### src/txfa_pkg.sv
/*
 * Constants for the T1 transmit formatter: register map, field positions,
 * reset values, line patterns and bit timing.
 * Assumes a 100 MHz system clock and a byte-wide register view over AXI4-Lite.
 */
// What this block does
// - Zero-suppress select picks none, jam8, DDS, jam7
// - Effective suppression is global OR per-channel select
// - B8ZS substitution only while its enable is set
// - Without ESF, mode select picks SF/DM/DM with data link; the loop-carrier code frames as SF
// - With ESF, mode select picks data link rate
// - Trunk conditioning forces idle and signalling on all
// - Remote alarm clears bit 2, or DM Y bit
// - Remote alarm in ESF repeats 16-bit code on link
// - All-ones alarm pulses alternately on every bit
// - Loopback code sent only while its enable set
// - Unframed select suppresses framing bits regardless
// - Code length select gives 5 to 8 bits
// - Code sent MSB first, left-aligned at bit 7
// - Reset leaves loopback pattern register untouched
// - Reset clears ESF and mode select to SF
package txfa_pkg;
    // Bus geometry
    localparam int ADDR_W = 12;
    localparam int DATA_W = 32;
    // Register indices; the byte address is four times the index
    localparam logic [9:0] IDX_CFG = 10'h044;
    localparam logic [9:0] IDX_ALARM = 10'h045;
    localparam logic [9:0] IDX_IBC = 10'h046;
    localparam logic [9:0] IDX_PATTERN = 10'h047;
    localparam logic [9:0] IDX_STATUS = 10'h048;
    // Reset values
    localparam logic [7:0] CFG_RESET = 8'h00;
    localparam logic [7:0] ALARM_RESET = 8'h00;
    localparam logic [7:0] IBC_RESET = 8'h00;
    // Configuration fields
    localparam int CFG_TRUNK = 7;
    localparam int CFG_RSVD = 6;
    localparam int CFG_B8ZS = 5;
    localparam int CFG_ESF = 4;
    localparam int CFG_FMS_LSB = 2;
    localparam int CFG_ZCS_LSB = 0;
    // Alarm fields
    localparam int ALM_YEL = 1;
    localparam int ALM_AIS = 0;
    // Inband code control fields
    localparam int IBC_EN = 7;
    localparam int IBC_UF = 6;
    localparam int IBC_CL_LSB = 0;
    // Zero suppression codes
    localparam logic [1:0] ZCS_JAM8 = 2'h1;
    localparam logic [1:0] ZCS_DDS = 2'h2;
    localparam logic [1:0] ZCS_JAM7 = 2'h3;
    localparam logic [7:0] DDS_BYTE = 8'h98;
    // Frame mode codes
    localparam logic [1:0] FMS_DM = 2'h1;
    localparam logic [1:0] FMS_SLC = 2'h2;
    localparam logic [1:0] FMS_DM_FDL = 2'h3;
    localparam logic [1:0] FMS_HALF_A = 2'h1;
    localparam logic [1:0] FMS_HALF_B = 2'h2;
    // Line patterns
    localparam logic [15:0] YEL_CODE = 16'hff00;
    localparam logic [11:0] SF_PATTERN = 12'h8dc;
    localparam logic [5:0] ESF_FPS = 6'h0b;
    localparam int DM_Y_BIT = 5;
    localparam int DM_R_BIT = 0;
    localparam int YEL_BIT2 = 6;
    // Frame geometry
    localparam logic [7:0] FRAME_LAST_BIT = 8'hc0;
    localparam logic [4:0] FRAME_LAST = 5'h17;
    localparam logic [4:0] SF_FRAMES = 5'h0c;
    localparam logic [4:0] DM_SYNC_CHAN = 5'h17;
    localparam logic [2:0] CODE_MIN_LAST = 3'h4;
    // Bit timing: one line bit per BIT_DIV clocks (1.544 Mbit/s nominal)
    localparam int CLK_PERIOD_NS = 10;
    localparam int BIT_PERIOD_NS = 648;
    localparam int BIT_DIV = BIT_PERIOD_NS / CLK_PERIOD_NS;
    // Substitution window, oldest slot first: 0 0 0 V B 0 V B
    localparam logic [15:0] B8ZS_FILL = 16'h0249;
    // Line symbol kinds
    typedef enum logic [1:0] {
        SYM_SPACE = 2'b00,
        SYM_MARK = 2'b01,
        SYM_VIOL = 2'b10
    } txfa_sym_t;
endpackage

### src/txfa_pair_buf.sv
/*
 * Small flip-flop FIFO with valid/ready on both sides.
 * Assumes one clock and a synchronous active-high reset.
 */
`timescale 1ns/10ps
`default_nettype none
module txfa_pair_buf #(
    parameter int WIDTH = 12,
    parameter int DEPTH = 2
) (
    // Clock and reset
    input wire logic clk,
    input wire logic rst,
    // Filling side
    input wire logic [WIDTH-1:0] inData,
    input wire logic inValid,
    output logic inReady,
    // Draining side
    output logic [WIDTH-1:0] outData,
    output logic outValid,
    input wire logic outReady
);
    localparam int PTR_W = (DEPTH > 1) ? $clog2(DEPTH) : 1;
    localparam int CNT_W = $clog2(DEPTH + 1);
    localparam logic [PTR_W-1:0] PTR_LAST = PTR_W'(DEPTH - 1);
    localparam logic [CNT_W-1:0] CNT_FULL = CNT_W'(DEPTH);

    if (DEPTH < 2) begin : g_depth_check
        $error("txfa_pair_buf needs at least two entries");
    end

    logic [WIDTH-1:0] store [DEPTH]; // Entry storage
    logic [PTR_W-1:0] wrPtr; // Next slot to fill
    logic [PTR_W-1:0] rdPtr; // Oldest slot
    logic [CNT_W-1:0] count; // Entries held
    wire doPush = inValid && inReady;
    wire doPop = outValid && outReady;
    wire [CNT_W-1:0] next_count = count + CNT_W'(doPush) - CNT_W'(doPop);

    assign outValid = (count != '0);
    assign outData = store[rdPtr];

    // Pointers and count; ready is registered so the source sees a clean level
    always_ff @(posedge clk) begin
        if (rst) begin
            wrPtr <= '0;
            rdPtr <= '0;
            count <= '0;
            inReady <= 1'b1;
        end else begin
            if (doPush) begin
                wrPtr <= (wrPtr == PTR_LAST) ? '0 : wrPtr + 1'b1;
            end
            if (doPop) begin
                rdPtr <= (rdPtr == PTR_LAST) ? '0 : rdPtr + 1'b1;
            end
            count <= next_count;
            inReady <= (next_count != CNT_FULL);
        end
    end

    // Data storage needs no reset; valid gating covers stale entries
    always_ff @(posedge clk) begin
        if (doPush) begin
            store[wrPtr] <= inData;
        end
    end
endmodule // txfa_pair_buf
`default_nettype wire

### src/txfa_top.sv
/*
 * T1 transmit formatter: framing, zero suppression, trunk conditioning,
 * alarms, inband loopback code and B8ZS/AMI bipolar line output.
 * Assumes channel bytes arrive in channel order with per-channel control,
 * and that software programs it over AXI4-Lite.
 */
// Decided for this implementation: the AXI4-Lite register port.
`timescale 1ns/10ps
`default_nettype none
module txfa_top #(
    parameter int BUF_DEPTH = 2,
    parameter logic [7:0] IDLE_CODE = 8'h7f
) (
    // Clock and reset
    input wire logic ref_clk,
    input wire logic rst,
    // AXI4-Lite write channels
    input wire logic [txfa_pkg::ADDR_W-1:0] s_axi_awaddr,
    input wire logic s_axi_awvalid,
    output logic s_axi_awready,
    input wire logic [txfa_pkg::DATA_W-1:0] s_axi_wdata,
    input wire logic [3:0] s_axi_wstrb,
    input wire logic s_axi_wvalid,
    output logic s_axi_wready,
    output logic [1:0] s_axi_bresp,
    output logic s_axi_bvalid,
    input wire logic s_axi_bready,
    // AXI4-Lite read channels
    input wire logic [txfa_pkg::ADDR_W-1:0] s_axi_araddr,
    input wire logic s_axi_arvalid,
    output logic s_axi_arready,
    output logic [txfa_pkg::DATA_W-1:0] s_axi_rdata,
    output logic [1:0] s_axi_rresp,
    output logic s_axi_rvalid,
    input wire logic s_axi_rready,
    // Channel byte stream with per-channel control
    input wire logic [7:0] chanByte,
    input wire logic [1:0] chanZcs,
    input wire logic chanIdle,
    input wire logic chanSigCond,
    input wire logic chanValid,
    output logic chanReady,
    // Bipolar line outputs
    output logic txPos,
    output logic txNeg
);
    import txfa_pkg::*;

    if (BUF_DEPTH < 2) begin : g_param_check
        $error("txfa_top needs a buffer of at least two entries");
    end

    // Software registers; the pattern register has no reset on purpose
    logic [7:0] cfgReg;
    logic [7:0] alarmReg;
    logic [7:0] ibcReg;
    logic [7:0] loopPattern;

    // Field views
    wire trunkAll = cfgReg[CFG_TRUNK];
    wire b8zsEn = cfgReg[CFG_B8ZS];
    wire esfMode = cfgReg[CFG_ESF];
    wire [1:0] frameModeSel = cfgReg[CFG_FMS_LSB +: 2];
    wire [1:0] zeroSuppressSel = cfgReg[CFG_ZCS_LSB +: 2];
    wire sendRemoteAlarm = alarmReg[ALM_YEL];
    wire sendAllOnesAlarm = alarmReg[ALM_AIS];
    wire codeEnable = ibcReg[IBC_EN];
    wire unframedCodeSel = ibcReg[IBC_UF];
    wire [1:0] codeLengthSel = ibcReg[IBC_CL_LSB +: 2];
    wire dmMode = !esfMode && (frameModeSel == FMS_DM || frameModeSel == FMS_DM_FDL);

    // Bus slave state
    logic [ADDR_W-1:0] awAddr; // Held write address
    logic [7:0] wByte; // Held write data, low lane
    logic wLane0; // Low byte lane was strobed
    wire doWrite = !s_axi_awready && !s_axi_wready && !s_axi_bvalid;
    wire [9:0] wIdx = awAddr[ADDR_W-1:2];
    wire [9:0] rIdx = s_axi_araddr[ADDR_W-1:2];
    wire wCfg = (wIdx == IDX_CFG);
    wire wAlarm = (wIdx == IDX_ALARM);
    wire wIbc = (wIdx == IDX_IBC);
    wire wPat = (wIdx == IDX_PATTERN);
    wire wMapped = wCfg || wAlarm || wIbc || wPat || (wIdx == IDX_STATUS);

    // Frame position, buffer and code state
    logic [4:0] frameNo; // Frame within the 24-frame multiframe
    logic [7:0] bitPos; // Bit within the frame, 0 is the F slot
    wire headValid;
    wire [7:0] statusByte = {headValid, 2'b00, frameNo};
    // Read decode: unmapped indices answer SLVERR with zero data
    wire rMapped = (rIdx >= IDX_CFG) && (rIdx <= IDX_STATUS);
    wire [7:0] rByte = (rIdx == IDX_CFG) ? cfgReg :
                       (rIdx == IDX_ALARM) ? {6'h00, alarmReg[1:0]} :
                       (rIdx == IDX_IBC) ? {ibcReg[7:6], 4'h0, ibcReg[1:0]} :
                       (rIdx == IDX_PATTERN) ? loopPattern :
                       (rIdx == IDX_STATUS) ? statusByte : 8'h00;

    // Write channel: take address and data in either order, answer after both
    always_ff @(posedge ref_clk) begin
        if (rst) begin
            s_axi_awready <= 1'b1;
            s_axi_wready <= 1'b1;
            s_axi_bvalid <= 1'b0;
            s_axi_bresp <= 2'b00;
            awAddr <= '0;
            wByte <= 8'h00;
            wLane0 <= 1'b0;
        end else begin
            if (s_axi_awvalid && s_axi_awready) begin
                awAddr <= s_axi_awaddr;
                s_axi_awready <= 1'b0;
            end
            if (s_axi_wvalid && s_axi_wready) begin
                wByte <= s_axi_wdata[7:0];
                wLane0 <= s_axi_wstrb[0];
                s_axi_wready <= 1'b0;
            end
            if (doWrite) begin
                s_axi_bvalid <= 1'b1;
                s_axi_bresp <= wMapped ? 2'b00 : 2'b10;
            end else if (s_axi_bvalid && s_axi_bready) begin
                s_axi_bvalid <= 1'b0;
                s_axi_awready <= 1'b1;
                s_axi_wready <= 1'b1;
            end
        end
    end

    // Read channel: one outstanding read, answered the cycle after the address
    always_ff @(posedge ref_clk) begin
        if (rst) begin
            s_axi_arready <= 1'b1;
            s_axi_rvalid <= 1'b0;
            s_axi_rdata <= '0;
            s_axi_rresp <= 2'b00;
        end else if (s_axi_arvalid && s_axi_arready) begin
            s_axi_arready <= 1'b0;
            s_axi_rvalid <= 1'b1;
            s_axi_rdata <= {24'h000000, rByte};
            s_axi_rresp <= rMapped ? 2'b00 : 2'b10;
        end else if (s_axi_rvalid && s_axi_rready) begin
            s_axi_rvalid <= 1'b0;
            s_axi_arready <= 1'b1;
        end
    end

    // Control registers; reset returns the transmitter to SF format
    always_ff @(posedge ref_clk) begin
        if (rst) begin
            cfgReg <= CFG_RESET;
            alarmReg <= ALARM_RESET;
            ibcReg <= IBC_RESET;
        end else if (doWrite && wLane0) begin
            if (wCfg) begin
                cfgReg <= wByte;
            end
            if (wAlarm) begin
                alarmReg <= wByte;
            end
            if (wIbc) begin
                ibcReg <= wByte;
            end
        end
    end

    // Pattern register ignores reset entirely; undefined until first written
    always_ff @(posedge ref_clk) begin
        if (doWrite && wLane0 && wPat) begin
            loopPattern <= wByte;
        end
    end

    // Bit rate divider: one-cycle tick per line bit
    logic [6:0] divCnt;
    logic bitTick;
    always_ff @(posedge ref_clk) begin
        if (rst) begin
            divCnt <= '0;
            bitTick <= 1'b0;
        end else begin
            bitTick <= (divCnt == 7'(BIT_DIV - 1));
            divCnt <= (divCnt == 7'(BIT_DIV - 1)) ? '0 : divCnt + 1'b1;
        end
    end

    // Channel buffer; a slow line stalls the source through chanReady
    wire [11:0] headData;
    wire isFSlot = (bitPos == 8'h00);
    wire [7:0] posM1 = bitPos - 8'h01;
    wire [2:0] bitIdx = posM1[2:0];
    wire [4:0] chanNo = posM1[7:3];
    wire slotStart = !isFSlot && (bitIdx == 3'h0);
    wire popByte = bitTick && slotStart && headValid;
    txfa_pair_buf #(.WIDTH(12), .DEPTH(BUF_DEPTH)) u_buf (
        .clk(ref_clk),
        .rst(rst),
        .inData({chanSigCond, chanIdle, chanZcs, chanByte}),
        .inValid(chanValid),
        .inReady(chanReady),
        .outData(headData),
        .outValid(headValid),
        .outReady(popByte)
    );

    // Byte shaping; an empty buffer sends the idle code instead of stale data
    wire [7:0] rawByte = headValid ? headData[7:0] : IDLE_CODE;
    wire [1:0] hZcs = headValid ? headData[9:8] : 2'b00;
    wire idleSub = trunkAll || (headValid && headData[10]);
    wire sigCond = trunkAll || (headValid && headData[11]);
    wire sigFrame = (frameNo == 5'h05) || (frameNo == 5'h0b) ||
                    (frameNo == 5'h11) || (frameNo == 5'h17);
    wire [7:0] stage1 = idleSub ? IDLE_CODE : rawByte;
    wire [7:0] stage2 = (sigCond && sigFrame) ? {stage1[7:1], 1'b0} : stage1;
    wire yelBit2 = sendRemoteAlarm && !esfMode && !dmMode;
    wire dmSync = dmMode && (chanNo == DM_SYNC_CHAN);
    wire yelY = sendRemoteAlarm && dmSync;
    wire rToFdl = dmSync && (frameModeSel == FMS_DM_FDL);
    logic [7:0] stage3;
    always_comb begin
        stage3 = stage2;
        if (yelBit2) begin
            stage3[YEL_BIT2] = 1'b0;
        end
        if (yelY) begin
            stage3[DM_Y_BIT] = 1'b0;
        end
        if (rToFdl) begin
            stage3[DM_R_BIT] = 1'b1; // Idle data link fill
        end
    end
    wire [1:0] effZcs = zeroSuppressSel | hZcs;
    wire zeroByte = (stage3 == 8'h00);
    wire [7:0] jamByte = sigFrame ? 8'h02 : 8'h01;
    wire [7:0] procByte = !zeroByte ? stage3 :
                          (effZcs == ZCS_JAM8) ? jamByte :
                          (effZcs == ZCS_DDS) ? DDS_BYTE :
                          (effZcs == ZCS_JAM7) ? 8'h02 : stage3;

    // Framing bit selection
    logic [15:0] yelIdx; // One-hot walk over the alarm code
    logic [2:0] codeIdx; // Position within the loopback code
    wire [2:0] codeLast = CODE_MIN_LAST + {1'b0, codeLengthSel};
    wire codeBit = loopPattern[3'h7 - codeIdx];
    wire halfOk = (frameModeSel == FMS_HALF_A) ? (frameNo[1:0] == 2'h2) :
                  (frameModeSel == FMS_HALF_B) ? (frameNo[1:0] == 2'h0) : 1'b1;
    wire fdlUse = esfMode && isFSlot && !frameNo[0] && halfOk;
    wire yelBit = |(YEL_CODE & yelIdx);
    wire [4:0] sfIdx = (frameNo >= SF_FRAMES) ? frameNo - SF_FRAMES : frameNo;
    wire sfBit = SF_PATTERN[4'd11 - sfIdx[3:0]];
    wire [2:0] fpsIdx = frameNo[4:2];
    wire esfBit = !frameNo[0] ? (!fdlUse || !sendRemoteAlarm || yelBit) :
                  (frameNo[1:0] == 2'h1) ? 1'b1 : ESF_FPS[3'h5 - fpsIdx];
    wire fBit = unframedCodeSel ? (!codeEnable || codeBit) :
                esfMode ? esfBit : sfBit;
    logic [7:0] slotByte;
    wire payloadBit = slotStart ? procByte[7] : slotByte[3'h7 - bitIdx];
    wire codeSlot = codeEnable && (!isFSlot || unframedCodeSel);
    wire nextBit = isFSlot ? fBit : (codeEnable ? codeBit : payloadBit);

    // Frame counters, slot byte, code and alarm walkers, advanced per line bit
    always_ff @(posedge ref_clk) begin
        if (rst) begin
            bitPos <= '0;
            frameNo <= '0;
            slotByte <= 8'h00;
            codeIdx <= '0;
            yelIdx <= 16'h8000;
        end else if (bitTick) begin
            bitPos <= (bitPos == FRAME_LAST_BIT) ? '0 : bitPos + 1'b1;
            if (bitPos == FRAME_LAST_BIT) begin
                frameNo <= (frameNo == FRAME_LAST) ? '0 : frameNo + 1'b1;
            end
            if (slotStart) begin
                slotByte <= procByte;
            end
            // Gapless repetition; restart at the MSB after the last bit
            if (!codeEnable) begin
                codeIdx <= '0;
            end else if (codeSlot) begin
                codeIdx <= (codeIdx == codeLast) ? '0 : codeIdx + 1'b1;
            end
            if (!sendRemoteAlarm || !esfMode) begin
                yelIdx <= 16'h8000;
            end else if (fdlUse) begin
                yelIdx <= {yelIdx[0], yelIdx[15:1]};
            end
        end
    end

    // B8ZS window: eight symbols of delay so a zero run can be rewritten
    txfa_sym_t symPipe [8];
    logic lastPos; // Polarity of the most recent pulse
    wire winZero = !nextBit && (symPipe[0] == SYM_SPACE) && (symPipe[1] == SYM_SPACE) &&
                   (symPipe[2] == SYM_SPACE) && (symPipe[3] == SYM_SPACE) &&
                   (symPipe[4] == SYM_SPACE) && (symPipe[5] == SYM_SPACE) &&
                   (symPipe[6] == SYM_SPACE);
    wire doFill = b8zsEn && winZero;
    wire txfa_sym_t outSym = sendAllOnesAlarm ? SYM_MARK : symPipe[7];
    wire markPos = (outSym == SYM_VIOL) ? lastPos : !lastPos;

    // Symbol pipe: shift each bit in, or lay the fill over a full zero run
    always_ff @(posedge ref_clk) begin
        if (rst) begin
            for (int i = 0; i < 8; i++) begin
                symPipe[i] <= SYM_SPACE;
            end
        end else if (bitTick) begin
            for (int i = 1; i < 8; i++) begin
                symPipe[i] <= doFill ? txfa_sym_t'(B8ZS_FILL[2*i +: 2]) : symPipe[i-1];
            end
            symPipe[0] <= doFill ? txfa_sym_t'(B8ZS_FILL[1:0]) :
                          (nextBit ? SYM_MARK : SYM_SPACE);
        end
    end

    // Line drivers hold each symbol for a whole bit period
    always_ff @(posedge ref_clk) begin
        if (rst) begin
            txPos <= 1'b0;
            txNeg <= 1'b0;
            lastPos <= 1'b0;
        end else if (bitTick) begin
            txPos <= (outSym != SYM_SPACE) && markPos;
            txNeg <= (outSym != SYM_SPACE) && !markPos;
            if (outSym != SYM_SPACE) begin
                lastPos <= markPos;
            end
        end
    end

    // Checks
    property p_reset_sf;
        @(posedge ref_clk) $fell(rst) |-> (!esfMode && frameModeSel == 2'b00);
    endproperty
    a_reset_sf: assert property (p_reset_sf) else $error("reset did not select SF");

    property p_dds;
        @(posedge ref_clk) disable iff (rst)
        (slotStart && zeroByte && effZcs == ZCS_DDS) |-> (procByte == DDS_BYTE);
    endproperty
    a_dds: assert property (p_dds) else $error("DDS fill not applied");

    property p_zcs_or;
        @(posedge ref_clk) disable iff (rst)
        (headValid && zeroByte) |-> (effZcs == (zeroSuppressSel | headData[9:8]));
    endproperty
    a_zcs_or: assert property (p_zcs_or) else $error("suppression select not merged");

    property p_trunk;
        @(posedge ref_clk) disable iff (rst)
        (trunkAll && slotStart && !sigFrame && !sendRemoteAlarm && !dmMode
         && IDLE_CODE != 8'h00) |-> (procByte == IDLE_CODE);
    endproperty
    a_trunk: assert property (p_trunk) else $error("trunk conditioning missed");

    property p_yel_bit2;
        @(posedge ref_clk) disable iff (rst)
        (slotStart && sendRemoteAlarm && !esfMode && !dmMode && !zeroByte)
        |-> !procByte[YEL_BIT2];
    endproperty
    a_yel_bit2: assert property (p_yel_bit2) else $error("bit 2 not cleared");

    property p_yel_fdl;
        @(posedge ref_clk) disable iff (rst)
        (bitTick && fdlUse && sendRemoteAlarm && !unframedCodeSel)
        |-> (nextBit == |(YEL_CODE & yelIdx)) ##1 $onehot(yelIdx);
    endproperty
    a_yel_fdl: assert property (p_yel_fdl) else $error("alarm code wrong on link");

    property p_ais;
        @(posedge ref_clk) disable iff (rst)
        (bitTick && sendAllOnesAlarm && txPos) |=> ##[1:80] (bitTick && txNeg && !txPos);
    endproperty
    a_ais: assert property (p_ais) else $error("all-ones pulses not alternating");

    property p_no_code;
        @(posedge ref_clk) disable iff (rst)
        (!codeEnable && !isFSlot) |-> (nextBit == payloadBit);
    endproperty
    a_no_code: assert property (p_no_code) else $error("code sent while disabled");

    property p_unframed;
        @(posedge ref_clk) disable iff (rst)
        (isFSlot && unframedCodeSel) |-> (nextBit == (!codeEnable || codeBit));
    endproperty
    a_unframed: assert property (p_unframed) else $error("framing inserted unframed");

    property p_code_wrap;
        @(posedge ref_clk) disable iff (rst)
        (bitTick && codeSlot && codeIdx == codeLast && $stable(ibcReg)) |=> (codeIdx == 3'h0);
    endproperty
    a_code_wrap: assert property (p_code_wrap) else $error("code length wrong");

    property p_no_fill;
        @(posedge ref_clk) disable iff (rst)
        (bitTick && !b8zsEn) |=> (symPipe[1] != SYM_VIOL);
    endproperty
    a_no_fill: assert property (p_no_fill) else $error("substitution while disabled");

    c_fill: cover property (@(posedge ref_clk) disable iff (rst) bitTick && doFill);
    c_code_wrap: cover property (@(posedge ref_clk) disable iff (rst)
        bitTick && codeSlot && codeIdx == codeLast);
    c_stall: cover property (@(posedge ref_clk) disable iff (rst) chanValid && !chanReady);
endmodule // txfa_top
`default_nettype wire

### config.mk
export PLATFORM = sky130hd
export DESIGN_NAME = txfa_top
export DESIGN_NICKNAME = d
export VERILOG_FILES = /design/src/txfa_pkg.sv /design/src/txfa_pair_buf.sv /design/src/txfa_top.sv
export SDC_FILE = /design/constraint.sdc
export NUM_CORES = 1
export LEC_CHECK = 0
export ABC_AREA = 1
export BUFFER_PORTS_ARGS = -buffer_cell sky130_fd_sc_hd__clkbuf_2
export CAP_MARGIN = 20
export CORE_MARGIN = 1.5
export CORE_UTILIZATION = 60
export CTS_BUF_LIST = sky130_fd_sc_hd__clkbuf_4
export DETAILED_ROUTE_END_ITERATION = 8
export PLACE_DENSITY = 0.85
export SLEW_MARGIN = 20
export SYNTH_ARGS = -nofsm -noshare
export SYNTH_HDL_FRONTEND = slang
export SYNTH_HIERARCHICAL = 1
export SYNTH_SLANG_ARGS = --single-unit
### constraint.sdc
create_clock -name ref_clk -period 4.57 [get_ports ref_clk]
set_input_delay 0.914 -clock ref_clk [delete_from_list [all_inputs] [get_ports ref_clk]]
set_output_delay 0.914 -clock ref_clk [all_outputs]
set_load 0.02 [all_outputs]
==> out/results.ini <==
[power]
p_leak_nw=3.111
vdd_drop_max_uv=248.0
total_power_mw=2.419
p_per_area_nw_per_um2=317.9

[critical_path]
startpoint_type=register
worstPathMaxFanout=11
worstPathArrival_ns=3.47
crit_type=reg -> reg
cp-end-kind=register
cp.required_ns=5.01

[logic_synthesis]
synth_top_cell_by_area=dfxtp_1
syn_area_per_cell_sq_um=8.442
ys_ff_latch=152
ys_top_cells_by_count=nand2_1 (111), dfxtp_1 (109), inv_1 (90)
synth.distinct_cells=48
seq_area_frac_synth_pct=49.57
synth_edf_count=43
synth_warnings=6
synth_most_common_cell=nand2_1
synth_area_sq_um=7007
syn_inst=830
synthFlopType=dfxtp_1
synth_top_area_share_pct=31.14
synthArstFlopShare_pct=0
synth.area.top_cells=dfxtp_1 (31%), edfxtp_1 (18%), nand2_1 (5.9%)

[global_route]
grt_use_total_pct=23.67
antenna_found_initial=0
grt-ovfl-total=0
grt_pass1_vias=5291
grt_pass1_wl_mm=23.40
grt_max_degree=45

[cells_and_area]
finalCoreUtilization_pct=66.64
fin_nets=994
antenna_cells=0
drive_gt1_share_pct=17.00
area_growth_pct=8.607

[sta]
max_freq_mhz=330.3
slew_headroom_pct=28.64
skew_ns=0.01938
fin_setup_tns_ns=0
setup_viol=0
hold_violations=0
finalMaxSlewViolations=0
min_period_ns=3.028
min_period_over_period_pct=66.25
tightestPinTransition_ns=1.066
rsz0062_at_grt=false

[drt]
vias=5732
viasPerCell=5.433
ant_nets=0
wire_per_inst_um=13.51
drt_pass1_iterations=5
dr.first_iter.drc_count=391
routed_wl_mm=14.25
route.detailed.drc=0

[floorplan]
dieArea_sq_um=12340
core_area_sq_um=11420
rows=39
die_x_um=111.1
num_io_pins=124
die_y_um=111.1
start_util_pct=61.36

[placed_design]
dp_hpwl_mm=10.53
portBuffers=66
gp_congestion=0.9615

[clocking]
numCtsBuffers=17
clock-sinks=152
post_cts_buffers=0
clk_pin_slew_ns=0.12
cts_tree=yes
cts_root_buffer=clkbuf_4
clockBufferDepth=2
holdBufCountCts=0
htree_levels=4
clk_latency_ns=0.57
cts_resized=0

[outcome]
status=complete, no violations

[flow_run]
drv_cap=0

[min_path]
min_path_type=reg -> reg

## final cells by class
| cell class | count | area (sq um) |
|---|---|---|
| Clock buffer | 19 | 142.6 |
| Clock inverter | 13 | 120.1 |
| Fill cell | 945 | 3809 |
| Inverter | 98 | 370.4 |
| Multi-Input combinational cell | 561 | 2972 |
| Sequential cell | 152 | 3473 |
| Tap cell | 143 | 178.9 |
| Timing Repair Buffer | 69 | 352.8 |
## cells by family (layout without fill, tap and decap cells)
family          Yosys count  after routing  share of synthesized area [%]
compound gates          180            180                          13.87
buf+inv                 142            199                          9.357
fa+ha+maj                15             15                          2.679
mux                      12             12                          1.929
other cells               1             26                        0.05352
xor+xnor                  7              7                         0.8750
flops                   152            152                          49.57
simple gates            321            321                          21.66
## final timing paths
kind | from | endpoint | slack [ns] | cells past startpoint
min reg2reg | divCnt[6] | divCnt[6] | 0.45 | 2
min | divCnt[6] | divCnt[6] | 0.45 | 2
max reg2reg | bitPos[0] | u_buf/count[1] | 1.54 | 17
max | bitPos[0] | u_buf/count[1] | 1.54 | 17
## registers in the layout, summed over array words and instances, names as in the netlist, 4 cells and up, named ones only
name / cells
u_buf/store: 24
frameNo: 5
awAddr: 10
ibcReg: 4
bitPos: 8
cfgReg: 8
symPipe: 15
s_axi_rdata: 8
yelIdx: 16
loopPattern: 8
divCnt: 7
wByte: 8
slotByte: 8
## layer usage
| layer | track usage (%) | share of wire, % | up-vias |
|---|---|---|---|
| met5 | 0 | 0 | - |
| met4 | 11.14 | 3.4 | 0 |
| met2 | 40.29 | 48 | 184 |
| met3 | 5.960 | 5.9 | 46 |
| li1 | - | - | 2900 |
| met1 | 28.16 | 42 | 2602 |
## per-stage QoR
stage          setup slack (ns)  hold WS, ns  std cells  cell area, sq um
2_1_floorplan             2.007       0.4176        855              7101
3_3_place_gp              1.606       0.4289       1023              7347
3_5_place_dp              1.569       0.4352       1023              7347
4_1_cts                   1.571       0.4533       1055              7610
5_1_grt                   1.153       0.4672       1055              7610
6_report                  1.542       0.4493       1055              7610
## placed cells by master, fill, tap and decap left out, types with 3 or more instances in the layout
master    count
clkbuf_2     66
nand3_2       3
buf_4         3
nor2_2       15
ha_1         15
nand3_1      43
inv_2         7
a21oi_1      72
inv_6         3
nor4_1        7
dfxtp_1     109
clkinv_4      3
conb_1       26
a31oi_1       5
nand3b_1      3
nand2_1     111
edfxtp_1     43
nand4_1      15
o221ai_1      5
nand2_4       3
o22ai_1       6
inv_1        90
a211oi_1      4
o21ai_0      76
o211ai_1      4
xor2_1        6
mux2_2       12
and3_1        3
nand2_2       8
nor3_1       13
inv_4         3
nor2_1       86
nor3b_1       4
clkbuf_4     19
## power by group
| part | internal, mW | switching (mW) |
|---|---|---|
| logic | 0.0584 | 0.133 |
| registers | 1.43 | 0.0237 |
| clock network | 0.290 | 0.484 |
| total | 1.78 | 0.641 |
## critical path, cell delays in order (launching register included)
cell     delay [ns]
dfxtp_1        0.43
inv_1          0.19
ha_1           0.30
xnor2_1        0.22
nand2_1        0.11
nor2_2         0.28
inv_1          0.25
nor2_1         0.20
inv_1          0.09
o21ai_0        0.16
nand2_1        0.08
ha_1           0.21
inv_1          0.08
nand2_1        0.05
nand2_1        0.06
nand3_1        0.10
nand2_1        0.08
nor2_1         0.03
Power figures use the tool's default switching activity.
